**src/pkg/acs_pkg.sv**
```systemverilog
// Constants and types shared by the converter configuration sequencer
package acs_pkg;

   localparam int unsigned CFG_W      = 7;
   localparam int unsigned SEQ_DEPTH  = 16;
   localparam int unsigned RESULT_W   = 16;
   localparam int unsigned FRAME_BITS = 24;
   localparam int unsigned SOS_SLOT   = 16;

   // Serial word handling
   localparam logic [2:0] WORD_LAST_BIT = 3'h7;
   localparam logic [4:0] SEQ_LAST_IDX  = 5'h0F;
   localparam logic [4:0] FRAME_END     = 5'h18;
   localparam logic [4:0] SOS_CNT       = 5'h10;

   // Channel codes on the multiplexer outputs, 8 is the common return input
   localparam logic [3:0] CHAN_COMMON = 4'h8;

   // Register byte offsets
   localparam logic [3:0] OFS_CTRL   = 4'h0;
   localparam logic [3:0] OFS_STATUS = 4'h4;
   localparam logic [3:0] OFS_CONFIG = 4'h8;

   // Control register fields and reset values
   localparam int unsigned CTRL_SER_EN_BIT  = 0;
   localparam int unsigned CTRL_RESTORE_BIT = 1;
   localparam logic        CTRL_SER_EN_RST  = 1'b1;

   // Status and config register field positions
   localparam int unsigned ST_PTR_LSB   = 0;
   localparam int unsigned ST_DEPTH_LSB = 4;
   localparam int unsigned ST_OPEN_BIT  = 9;
   localparam int unsigned ST_SOS_BIT   = 10;
   localparam int unsigned CF_USED_LSB  = 8;

   typedef enum logic [1:0] {
      RANGE_UNI_PSEUDO = 2'b00,
      RANGE_BIP_PSEUDO = 2'b01,
      RANGE_DIFF_BIN   = 2'b10,
      RANGE_DIFF_TWOS  = 2'b11
   } acs_range_t;

   typedef struct packed {
      logic [3:0] mux;
      acs_range_t range;
      logic       gain;
   } acs_cfg_t;

   localparam acs_cfg_t DEFAULT_CONFIG_WORD = 7'h00;

   typedef struct packed {
      logic [3:0] pos;
      logic [3:0] neg;
      acs_range_t range;
      logic       twos;
      logic       fully_diff;
      logic       gain;
   } acs_path_t;

endpackage

```
**src/acs_decode.sv**
```systemverilog
// Decoder from a stored configuration word to multiplexer and range settings
`timescale 1ns/1ns
module acs_decode
   import acs_pkg::*;
(
   input  wire acs_cfg_t  cfg_i,
   output acs_path_t      path_o
);

   always_comb begin
      path_o = '0;
      // Multiplexer select field, range field and gain bit see
      if (!cfg_i.mux[3]) begin
         // Adjacent pair, bit 2 picks which side is positive see
         path_o.pos = {1'b0, cfg_i.mux[1:0], cfg_i.mux[2]};
         path_o.neg = {1'b0, cfg_i.mux[1:0], ~cfg_i.mux[2]};
      end else begin
         // Single channel against the common return input see
         path_o.pos = {1'b0, cfg_i.mux[2:0]};
         path_o.neg = CHAN_COMMON;
      end
      path_o.range = cfg_i.range;
      case (cfg_i.range)
         RANGE_UNI_PSEUDO: begin
            path_o.twos       = 1'b0;
            path_o.fully_diff = 1'b0;
         end
         RANGE_BIP_PSEUDO: begin
            path_o.twos       = 1'b1;
            path_o.fully_diff = 1'b0;
         end
         RANGE_DIFF_BIN: begin
            path_o.twos       = 1'b0;
            path_o.fully_diff = 1'b1;
         end
         default: begin
            path_o.twos       = 1'b1;
            path_o.fully_diff = 1'b1;
         end
      endcase
      // Gain compression follows its bit, never in the unipolar range see see
      path_o.gain = cfg_i.gain && (cfg_i.range != RANGE_UNI_PSEUDO);
   end

endmodule

```
**src/acs_sequencer.sv**
```systemverilog
// Serial configuration decoder and sequencer with Avalon-MM register access
//
// Summary of operation
// Words enter MSB first, one bit per shift rise
// Top bit only gates sequencer programming
// Bits 6:3 mux, 2:1 range, 0 gain
// Range 00 unipolar binary, 01 bipolar twos
// Range 10 differential binary, 11 differential twos
// Gain bit: 0 off, 1 on
// Unipolar range always forces gain compression off
// Mux field picks pair or channel against common
// Positive to mux_out_pos, negative to mux_out_neg
// Sixteen stored entries of seven bits
// Stored entries applied in turn, repeating forever
// Pointer selects entry configuring the converter
// Reprogramming returns pointer to first entry
// Pointer wraps after last programmed entry
// Reset leaves single all-zero entry
// Start flag driven in seventeenth shift cycle
// Start flag set when first entry used
// Host may stop after seventeen shift cycles
// Window opens busy fall, closes busy rise
// First valid word clears, writes, applies at once
// Partial words dropped; zero top bit closes window
// Result, flag, config out; then stays low
// Pointer advances at each conversion start
// Entries persist until reset or reprogramming
`timescale 1ns/1ns
module acs_sequencer
   import acs_pkg::*;
(
   input  wire logic                  clk_i,
   input  wire logic                  rstn_i,
   input  wire logic                  ce_i,
   input  wire logic                  sclk_i,
   input  wire logic                  sdi_i,
   input  wire logic                  busy_i,
   input  wire logic [RESULT_W-1:0]   result_i,
   output logic                       sdo_o,
   output logic [3:0]                 mux_out_pos_o,
   output logic [3:0]                 mux_out_neg_o,
   output logic [1:0]                 range_o,
   output logic                       twos_comp_o,
   output logic                       fully_diff_o,
   output logic                       gain_comp_o,
   output logic                       sequence_start_flag_o,
   input  wire logic [3:0]            avs_address_i,
   input  wire logic                  avs_read_i,
   input  wire logic                  avs_write_i,
   input  wire logic [31:0]           avs_writedata_i,
   output logic [31:0]                avs_readdata_o,
   output logic                       avs_waitrequest_o
);

   ////////////////////////////////////////////////////////////////////////////
   // Pin synchronisers and edge detection

   logic sclk_s1_q, sclk_s2_q, sclk_q;
   logic sdi_s1_q, sdi_s2_q;
   logic busy_s1_q, busy_s2_q, busy_q;

   always_ff @(posedge clk_i) begin
      if (!rstn_i) begin
         sclk_s1_q <= 1'b0;
         sclk_s2_q <= 1'b0;
         sclk_q    <= 1'b0;
         sdi_s1_q  <= 1'b0;
         sdi_s2_q  <= 1'b0;
         busy_s1_q <= 1'b0;
         busy_s2_q <= 1'b0;
         busy_q    <= 1'b0;
      end else if (ce_i) begin
         sclk_s1_q <= sclk_i;
         sclk_s2_q <= sclk_s1_q;
         sclk_q    <= sclk_s2_q;
         sdi_s1_q  <= sdi_i;
         sdi_s2_q  <= sdi_s1_q;
         busy_s1_q <= busy_i;
         busy_s2_q <= busy_s1_q;
         busy_q    <= busy_s2_q;
      end
   end

   logic ser_en_q;
   logic restore_q;
   logic sclk_rise, busy_rise, busy_fall;

   assign sclk_rise = sclk_s2_q & ~sclk_q & ser_en_q;
   assign busy_rise = busy_s2_q & ~busy_q;
   assign busy_fall = ~busy_s2_q & busy_q;

   ////////////////////////////////////////////////////////////////////////////
   // Programming window and word assembly

   logic       open_q;
   logic [2:0] bit_cnt_q;
   logic [6:0] word_q;
   logic [4:0] nwords_q;
   logic       prog_take, word_done;
   acs_cfg_t   new_word;

   assign prog_take = sclk_rise & open_q & ~busy_s2_q & ~busy_rise;
   assign word_done = prog_take & (bit_cnt_q == WORD_LAST_BIT);
   assign new_word  = acs_cfg_t'({word_q[5:0], sdi_s2_q});

   always_ff @(posedge clk_i) begin
      if (!rstn_i) begin
         open_q    <= 1'b1;
         bit_cnt_q <= 3'h0;
         word_q    <= 7'h00;
         nwords_q  <= 5'h00;
      end else if (ce_i) begin
         if (busy_fall) begin
            // Fresh window; a partial word is dropped here see see
            open_q    <= 1'b1;
            bit_cnt_q <= 3'h0;
            nwords_q  <= 5'h00;
         end else if (busy_rise) begin
            open_q <= 1'b0;
         end else if (prog_take) begin
            if (bit_cnt_q == 3'h0 && !sdi_s2_q) begin
               open_q <= 1'b0;
            end else begin
               bit_cnt_q <= bit_cnt_q + 3'h1;
               word_q    <= {word_q[5:0], sdi_s2_q};
               if (word_done) begin
                  nwords_q <= nwords_q + 5'h01;
                  if (nwords_q == SEQ_LAST_IDX) begin
                     open_q <= 1'b0;
                  end
               end
            end
         end
      end
   end

   ////////////////////////////////////////////////////////////////////////////
   // Sequencer memory and pointer

   acs_cfg_t   mem_q [SEQ_DEPTH];
   logic [4:0] depth_q;
   logic [3:0] ptr_q;
   logic       sos_q;
   acs_cfg_t   used_cfg_q;

   always_ff @(posedge clk_i) begin
      if (!rstn_i) begin
         for (int i = 0; i < SEQ_DEPTH; i++) begin
            mem_q[i] <= DEFAULT_CONFIG_WORD;
         end
         depth_q    <= 5'h01;
         ptr_q      <= 4'h0;
         sos_q      <= 1'b1;
         used_cfg_q <= DEFAULT_CONFIG_WORD;
      end else if (ce_i) begin
         if (restore_q) begin
            mem_q[0] <= DEFAULT_CONFIG_WORD;
            depth_q  <= 5'h01;
            ptr_q    <= 4'h0;
         end else if (word_done) begin
            if (nwords_q == 5'h00) begin
               // First valid word empties the list and applies at once see see
               mem_q[0] <= new_word;
               depth_q  <= 5'h01;
               ptr_q    <= 4'h0;
            end else begin
               mem_q[nwords_q[3:0]] <= new_word; // see
               depth_q              <= nwords_q + 5'h01;
            end
         end else if (busy_rise) begin
            // Conversion takes the current entry, then the pointer moves see see
            sos_q      <= (ptr_q == 4'h0);
            used_cfg_q <= mem_q[ptr_q];
            if (ptr_q == 4'(depth_q - 5'h01)) begin
               ptr_q <= 4'h0;
            end else begin
               ptr_q <= ptr_q + 4'h1;
            end
         end
      end
   end

   ////////////////////////////////////////////////////////////////////////////
   // Decode of the applied entry onto the converter controls

   acs_path_t path;
   logic      sos_out_q;

   acs_decode u_decode (
      .cfg_i  (mem_q[ptr_q]),
      .path_o (path)
   );

   always_ff @(posedge clk_i) begin
      if (!rstn_i) begin
         mux_out_pos_o <= 4'h0;
         mux_out_neg_o <= 4'h1;
         range_o       <= RANGE_UNI_PSEUDO;
         twos_comp_o   <= 1'b0;
         fully_diff_o  <= 1'b0;
         gain_comp_o   <= 1'b0;
         sos_out_q     <= 1'b1;
      end else if (ce_i) begin
         mux_out_pos_o <= path.pos;
         mux_out_neg_o <= path.neg;
         range_o       <= path.range;
         twos_comp_o   <= path.twos;
         fully_diff_o  <= path.fully_diff;
         gain_comp_o   <= path.gain;
         sos_out_q     <= sos_q;
      end
   end

   assign sequence_start_flag_o = sos_out_q;

   ////////////////////////////////////////////////////////////////////////////
   // Serial output frame

   logic [FRAME_BITS-1:0] out_sh_q;
   logic [4:0]            out_cnt_q;

   always_ff @(posedge clk_i) begin
      if (!rstn_i) begin
         out_sh_q  <= '0;
         out_cnt_q <= 5'h00;
      end else if (ce_i) begin
         if (busy_fall) begin
            out_sh_q  <= {result_i, sos_q, used_cfg_q}; // see
            out_cnt_q <= 5'h00;
         end else if (sclk_rise) begin
            out_sh_q <= {out_sh_q[FRAME_BITS-2:0], 1'b0};
            if (out_cnt_q != FRAME_END) begin
               out_cnt_q <= out_cnt_q + 5'h01;
            end
         end
      end
   end

   assign sdo_o = out_sh_q[FRAME_BITS-1];

   ////////////////////////////////////////////////////////////////////////////
   // Avalon-MM slave, one wait state per access

   logic req;
   assign req = avs_read_i | avs_write_i;

   always_ff @(posedge clk_i) begin
      if (!rstn_i) begin
         avs_waitrequest_o <= 1'b1;
         avs_readdata_o    <= 32'h0000_0000;
         ser_en_q          <= CTRL_SER_EN_RST;
         restore_q         <= 1'b0;
      end else if (ce_i) begin
         avs_waitrequest_o <= ~(req & avs_waitrequest_o);
         restore_q         <= 1'b0;
         if (req && avs_waitrequest_o) begin
            avs_readdata_o <= 32'h0000_0000;
            if (avs_write_i && avs_address_i == OFS_CTRL) begin
               ser_en_q  <= avs_writedata_i[CTRL_SER_EN_BIT];
               restore_q <= avs_writedata_i[CTRL_RESTORE_BIT];
            end
            if (avs_read_i) begin
               case (avs_address_i)
                  OFS_CTRL: begin
                     avs_readdata_o[CTRL_SER_EN_BIT] <= ser_en_q;
                  end
                  OFS_STATUS: begin
                     avs_readdata_o[ST_PTR_LSB +: 4]   <= ptr_q;
                     avs_readdata_o[ST_DEPTH_LSB +: 5] <= depth_q;
                     avs_readdata_o[ST_OPEN_BIT]       <= open_q;
                     avs_readdata_o[ST_SOS_BIT]        <= sos_q;
                  end
                  OFS_CONFIG: begin
                     avs_readdata_o[CFG_W-1:0]               <= mem_q[ptr_q];
                     avs_readdata_o[CF_USED_LSB +: CFG_W]    <= used_cfg_q;
                  end
                  default: begin
                     avs_readdata_o <= 32'h0000_0000;
                  end
               endcase
            end
         end
      end
   end

   ////////////////////////////////////////////////////////////////////////////
   // Assertions

   a_ptr_wrap_last: assert property (@(posedge clk_i) disable iff (!rstn_i)
      (ce_i && busy_rise && !restore_q && !word_done && ptr_q == 4'(depth_q - 5'h01)) |=> (ptr_q == 4'h0))
      else $error("pointer did not wrap after last entry");

   a_sos_first_entry: assert property (@(posedge clk_i) disable iff (!rstn_i)
      (ce_i && busy_rise && !restore_q && !word_done) |=> (sos_q == ($past(ptr_q) == 4'h0)))
      else $error("start flag does not match first entry use");

   a_gain_unipolar: assert property (@(posedge clk_i) disable iff (!rstn_i)
      gain_comp_o |-> (range_o != RANGE_UNI_PSEUDO))
      else $error("gain compression on in unipolar range");

   a_first_word_apply: assert property (@(posedge clk_i) disable iff (!rstn_i)
      (ce_i && word_done && !restore_q && nwords_q == 5'h00)
      |=> (ptr_q == 4'h0 && depth_q == 5'h01 && mem_q[0] == $past(new_word)))
      else $error("first valid word not applied at once");

   a_zero_top_close: assert property (@(posedge clk_i) disable iff (!rstn_i)
      (ce_i && prog_take && bit_cnt_q == 3'h0 && !sdi_s2_q) |=> !open_q)
      else $error("window stayed open after zero top bit");

   a_full_close: assert property (@(posedge clk_i) disable iff (!rstn_i)
      (ce_i && word_done && nwords_q == SEQ_LAST_IDX) |=> (!open_q && depth_q == 5'h10))
      else $error("window stayed open after sixteen words");

   a_busy_closes: assert property (@(posedge clk_i) disable iff (!rstn_i)
      (ce_i && busy_rise) |=> (!open_q && !word_done)[*2])
      else $error("programming accepted while busy");

   a_sdo_quiet: assert property (@(posedge clk_i) disable iff (!rstn_i)
      (out_cnt_q == FRAME_END) |-> !sdo_o)
      else $error("serial output not low after frame");

   a_sos_slot: assert property (@(posedge clk_i) disable iff (!rstn_i)
      (out_cnt_q == SOS_CNT && !busy_q) |-> (sdo_o == sos_q))
      else $error("start flag not in seventeenth slot");

   a_ptr_advance: assert property (@(posedge clk_i) disable iff (!rstn_i)
      (ce_i && busy_rise && !restore_q && !word_done && ptr_q != 4'(depth_q - 5'h01))
      |=> (ptr_q == $past(ptr_q) + 4'h1))
      else $error("pointer did not advance at conversion start");

endmodule

```
**config.mk**
```make
export PLATFORM = sky130hd
export DESIGN_NAME = acs_sequencer
export DESIGN_NICKNAME = d
export VERILOG_FILES = /design/src/pkg/acs_pkg.sv /design/src/acs_decode.sv /design/src/acs_sequencer.sv
export SDC_FILE = /design/constraint.sdc
export NUM_CORES = 1
export LEC_CHECK = 0
export ABC_AREA = 1
export BUFFER_PORTS_ARGS = -buffer_cell sky130_fd_sc_hd__buf_2
export CELL_PAD_IN_SITES_DETAIL_PLACEMENT = 0
export CELL_PAD_IN_SITES_GLOBAL_PLACEMENT = 1
export CORE_MARGIN = 5
export CORE_UTILIZATION = 40
export CTS_CLUSTER_DIAMETER = 150
export DETAILED_ROUTE_END_ITERATION = 6
export PLACE_DENSITY_LB_ADDON = 0.25
export SLEW_MARGIN = 0
export SYNTH_ARGS = -nofsm -noshare
export SYNTH_HDL_FRONTEND = slang
export SYNTH_SLANG_ARGS = --single-unit
```
**constraint.sdc**
```tcl
create_clock -name clk_i -period 4 [get_ports clk_i]
set_input_delay 0.2 -clock clk_i [delete_from_list [all_inputs] [get_ports clk_i]]
set_output_delay 0.2 -clock clk_i [all_outputs]
set_load 0.01 [all_outputs]
```
# Word-level counts from Yosys, hierarchy flattened
# Memories as Yosys holds them, arrays and structs flattened. A register that Yosys moved wholly into a read port is not among the register bits.
# Index checks and enable logic that the tools add are counted.
[totals] regBits=113 mem_bits_rw=112 in_bits=60 output_inout_bits=48 wordCells=156 n_memories=1
[memory_table] name="mem_q" words=16 word_bits=7 read_ports=1 rd_clocked_by_memory_dff=1 wr=16 line="acs_sequencer.sv:140" rtl="acs_cfg_t mem_q [SEQ_DEPTH];"
[op_classes] n_addsub=4 eq_ne=10 muxes=59 bitwise=22 n_reduce_logical=30
[op_table] op="$mux 24" n=2
[op_table] op="$mux 5" n=8
[op_table] op="$mux 4" n=9
[op_table] op="$mux 7" n=4
[op_table] op="$mux 1" n=27
[op_table] op="$mux 15" n=1
[op_table] op="$mux 3" n=4
[op_table] op="$pmux 6 s2" n=1
[op_table] op="$reduce_and 4->1" n=3
[op_table] op="$not 1->1" n=10
[op_table] op="$reduce_and 5->1" n=2
[op_table] op="$reduce_bool 2->1" n=5
[op_table] op="$and 1x1->1" n=9
[op_table] op="$logic_not 4->1" n=2
[op_table] op="$reduce_bool 4->1" n=2
[op_table] op="$reduce_or 7->1" n=1
[op_table] op="$pmux 2 s3" n=1
[op_table] op="$pmux 3 s2" n=1
[op_table] op="$reduce_and 2->1" n=3
[op_table] op="$reduce_and 3->1" n=2
[op_table] op="$reduce_bool 3->1" n=2
[op_table] op="$add 5x1->5 const B" n=1
[op_table] op="$eq 5x4->1 const B" n=1
[op_table] op="$logic_not 5->1" n=1
[op_table] op="other kinds (18)" n=23

# Logic depth before layout (Yosys ltp)
[depth] word_depth=14 depth_mapped=13 mapped_depth_nobuf=13

# Hierarchy
# From an unflattened synthesis, not the netlist that was laid out.
[hier_totals] hier_cells=1274 hier_area_um2=10080.9
[by_module_without_submodules] mod="acs_sequencer" instances=1 cells_each=1251 area_per_inst_um2=9979.6 seq_area_each_um2=5365.1
[by_module_without_submodules] mod="acs_decode" instances=1 cells_each=23 area_per_inst_um2=101.3 seq_area_each_um2=0.0

# Worst setup path after synthesis
# Ideal clock, no wire load.
[synth_path] kind="register -> register" from="reg busy_q" to="mem mem_q[8][0] in the netlist's numbering (enable)" setup_ns=0.324 arrival_time_ns=1.707 required_ns=3.676 path_slack_ns=1.970 path_stages_with_launch=12 path_buffers=0 synth_period_minus_slack_ns=2.030 cell_sequence="dfxtp_1 > inv_1 > ha_1 > nor2_1 > nand2_1 > nor2_2 > nand2_2 > nor2_8 > nand2_4 > nor2_4 > nand2_1 > nand2_1"
[synth_lines] item="start, declared" line="acs_sequencer.sv:60" rtl="logic busy_s1_q, busy_s2_q, busy_q;"
[synth_lines] item="start signal, assigned" line="acs_sequencer.sv:80" rtl="busy_q <= busy_s2_q;"
[synth_lines] item="end, declared" line="acs_sequencer.sv:140"

==> impl_results.md <==
- Iteration-0 DRC Markers: 632
- Routability congestion estimate: about 0.8
- Slew @ Worst Pin: 771 ps
- Total core area: 24200 sq um
- Synth cell count leaders: nand2_1, nor2_1, inv_1
- Clock buffer depth: 3
- Leakage: 4.63 nW
- Post-CTS sizing: 0
- Worst R2R Path Depth: 11
- Fmax: 401 MHz
- Syn. warnings: 0
- Hold Slack: 68.8 ps
- Average footprint of a synthesized cell: 8.30 sq um
- Synth top area share: 0.345
- Final ANT Viol Nets: 0
- Chip width: 166 um
- Synthesized instance count: roughly 1.2k
- Post-synth cell types: 36
- DRT Wirelength: 25400 um
- Relative slew slack: 0.483
- Switching pwr: 0.00117 W
- TritonCTS clock tree: yes
- Detail-routed net length per standard cell: between 15 and 20 um
- Multi-input gate area in the final layout: around 3600 sq um
- Finish-stage setup viols: 0
- CP startpoint kind: flop
- Fillers: roughly 2.4k
- Max Cap Viol: 0
- Setup Buffers After CTS: 0
- Hold crit path type: in -> reg
- Sinks on Clock Net: 211
- Site Rows: 57
- FFs w/ async S/R, synth: 0
- Synthesized flop and latch total: 211
- Reg power frac: 0.486
- Final Hold Vio Count: 0
- H-tree Lvls: 1
- GRT Resource Usage Total: 0.181
- Pins Over Slew Limit: 0
- FF-to-FF setup slack: 1510 ps
- Worst-Skew Late Latency: 520 ps
- Worst setup EP type: flop
- Comb pwr share: 0.080
- Clock Pin Slew Worst Setup and Hold Paths: 60 ps
- Power per Cell Area: 440 nW/um^2
- Mapped Area: between 9000 and 10000 sq um
- Vias per Instance: 4.90
- Critical path class: reg -> reg
- Max IR drop VDD: 0.232 mV
- Post-synth top flop: edfxtp_1
- Largest net degree at the start of global routing: 60
- Register area: 5350 sq um
- CP required: 4170 ps
- Minimum clock period: 2490 ps
- Seq/Total Area, Yosys: 0.548
- Starting density of the core: 0.404
- I/O pins: 108
- Routed via count: 7727
- Layout area overhead: 14.9%
- Clk root buf: clkbuf_16
- Detailed placement HPWL: roughly 17000 um
- Setup TNS Final: 0 ps
- Grt ovf: 0
- Full die area: 27600 sq um
- Vias in the first global route: 7450
- Critical Path AT: 2660 ps
- Post-synth EDFFs: 112
- Int Pwr: between 0.003 and 0.004 W
- RSZ-0062 raised after global routing: no
- Crit Path Max Fanout: 8
- Total CTS buffers: 24
- Reg2reg end: mem_q[10][2]$_SDFFCE_PN0P_
- Port bufs: 59
- Hold Startpoint: avs_read_i
- Worst Hold Depth: 4
- DR pass1 iterations: 7
- Worst r2r src: busy_q$_SDFFE_PN0P_
- Die span in y: 166 um
- Top post-synthesis cells by area: edfxtp_1, dfxtp_1, nand2_1
- Initial antenna violation count: 0
- First-pass GRT wire length: ~40000 um
- DRC errors left: 0
- Final nets: approximately 1.3k
- CTS Hold Bufs: 21
- Net Sw Frac: 0.238
- Clock share of power: 0.434
- Hold Path End: avs_waitrequest_o$_SDFFE_PN1P_
- Largest area contributor in the netlist: edfxtp_1
- Share of layout cells above drive strength 1: 0.109
- Status: finished clean
- Final Skew: 25.7 ps
- Period utilization: 0.623
- ANT cells: 0
- Dominant cell by count in the synthesized netlist: nand2_1
==> state kept, by name (all words and copies together) (netlist names), 2 cells and up, named ones only <==
name	flops
range_o	2
used_cfg_q	7
mux_out_pos_o	3
avs_readdata_o	15
out_sh_q	24
mux_out_neg_o	4
word_q	6
depth_q	5
nwords_q	5
bit_cnt_q	3
mem_q	112
ptr_q	4
==> metal layers <==
layer / part of all wire / wire length, um / vias up / global-route usage
li1: - / - / 3891 / -
met1: 0.48 / 12100 / 3584 / 0.259
met2: 0.44 / 11300 / 190 / 0.286
met3: 0.043 / 1080 / 62 / 0.0224
met4: 0.036 / 920 / 0 / 0.0615
met5: 0 / 0 / - / 0
==> worst max-delay path by stage <==
stage	end	cells past startpoint	start	slack (ps)
floorplan	mem_q[8][0]$_SDFFCE_PN0P_	11	busy_q$_SDFFE_PN0P_	1970
global placement	mem_q[10][3]$_SDFFCE_PN0P_	11	busy_q$_SDFFE_PN0P_	1510
detailed placement	mux_out_pos_o[2]$_SDFFE_PN0P_	9	flop	1500
CTS	mem_q[10][5]$_SDFFCE_PN0P_	11	busy_q$_SDFFE_PN0P_	1480
global route	mux_out_pos_o[2]$_SDFFE_PN0P_	9	flop	1330
finish	mem_q[10][2]$_SDFFCE_PN0P_	11	busy_q$_SDFFE_PN0P_	1510
==> worst max-delay path: stages (launching register included) <==
cell	delay, ps
dfxtp_1	350
inv_1	50
ha_1	220
nor2_1	100
nand2_1	80
nor2_2	170
nand2_2	190
nor2_8	170
nand2_4	110
nor2_4	230
nand2_2	180
nand2_1	310
==> metrics by stage <==
step	power, W	instance area (sq um)	worst slack, ps	utilization	cells
finish	0.00494	11200	1510	0.464	1576
global route	0.00511	11200	1330	0.464	1576
CTS	0.00498	11200	1480	0.464	1576
detailed placement	0.00282	10200	1500	0.423	1511
global placement	0.00282	10200	1510	0.423	1511
floorplan	0.00270	9830	1970	-	1193
==> power by group through the flow <==
stage,registers [W],clock network (W),logic (W)
floorplan,0.00244,0,0.000267
finish,0.00240,0.00214,0.000395
global placement,0.00244,0,0.000378
global route,0.00241,0.00226,0.000446
CTS,0.00240,0.00218,0.000398
detailed placement,0.00244,0,0.000380
==> layout make-up <==
cell class                      count  share of cell area
Clock buffer                       36              0.0630
Clock inverter                      8             0.00602
Inverter                          126              0.0422
Multi-Input combinational cell    780               0.324
Sequential cell                   211               0.477
Tap cell                          324              0.0361
Timing Repair Buffer               91              0.0524
==> cell usage in the layout (no fill, tap or decap), types with 4 or more instances in the layout <==
master	Yosys	routed
clkbuf_8	0	4
nand4_1	4	4
o21ai_0	73	73
nand2_1	286	286
ha_1	13	13
nor2_4	5	5
clkbuf_1	35	7
nand3_1	80	80
clkinv_1	8	11
clkbuf_16	0	25
o21a_1	4	4
buf_2	16	59
inv_1	116	116
edfxtp_1	112	112
nand2_2	14	14
buf_4	20	11
xnor2_1	5	5
a21oi_1	52	51
dlygate4sd3_1	0	21
dfxtp_1	99	98
conb_1	1	18
o211ai_1	9	9
nor2_1	172	172
a31oi_1	23	23
==> cell families (layout without fill, tap and decap cells) <==
logic type | after synthesis | after routing | synth area share
and+or+nand+nor | 572 | 572 | 0.244
xor gates and xnor gates | 8 | 8 | 0.00718
buffers and inverters | 202 | 261 | 0.0874
other | 1 | 18 | 0.000384
AOI/OAI and AO/OA | 169 | 169 | 0.0965
DFF | 211 | 211 | 0.548
adders and majority gates | 13 | 13 | 0.0167
Power figures use the tool's default switching activity.
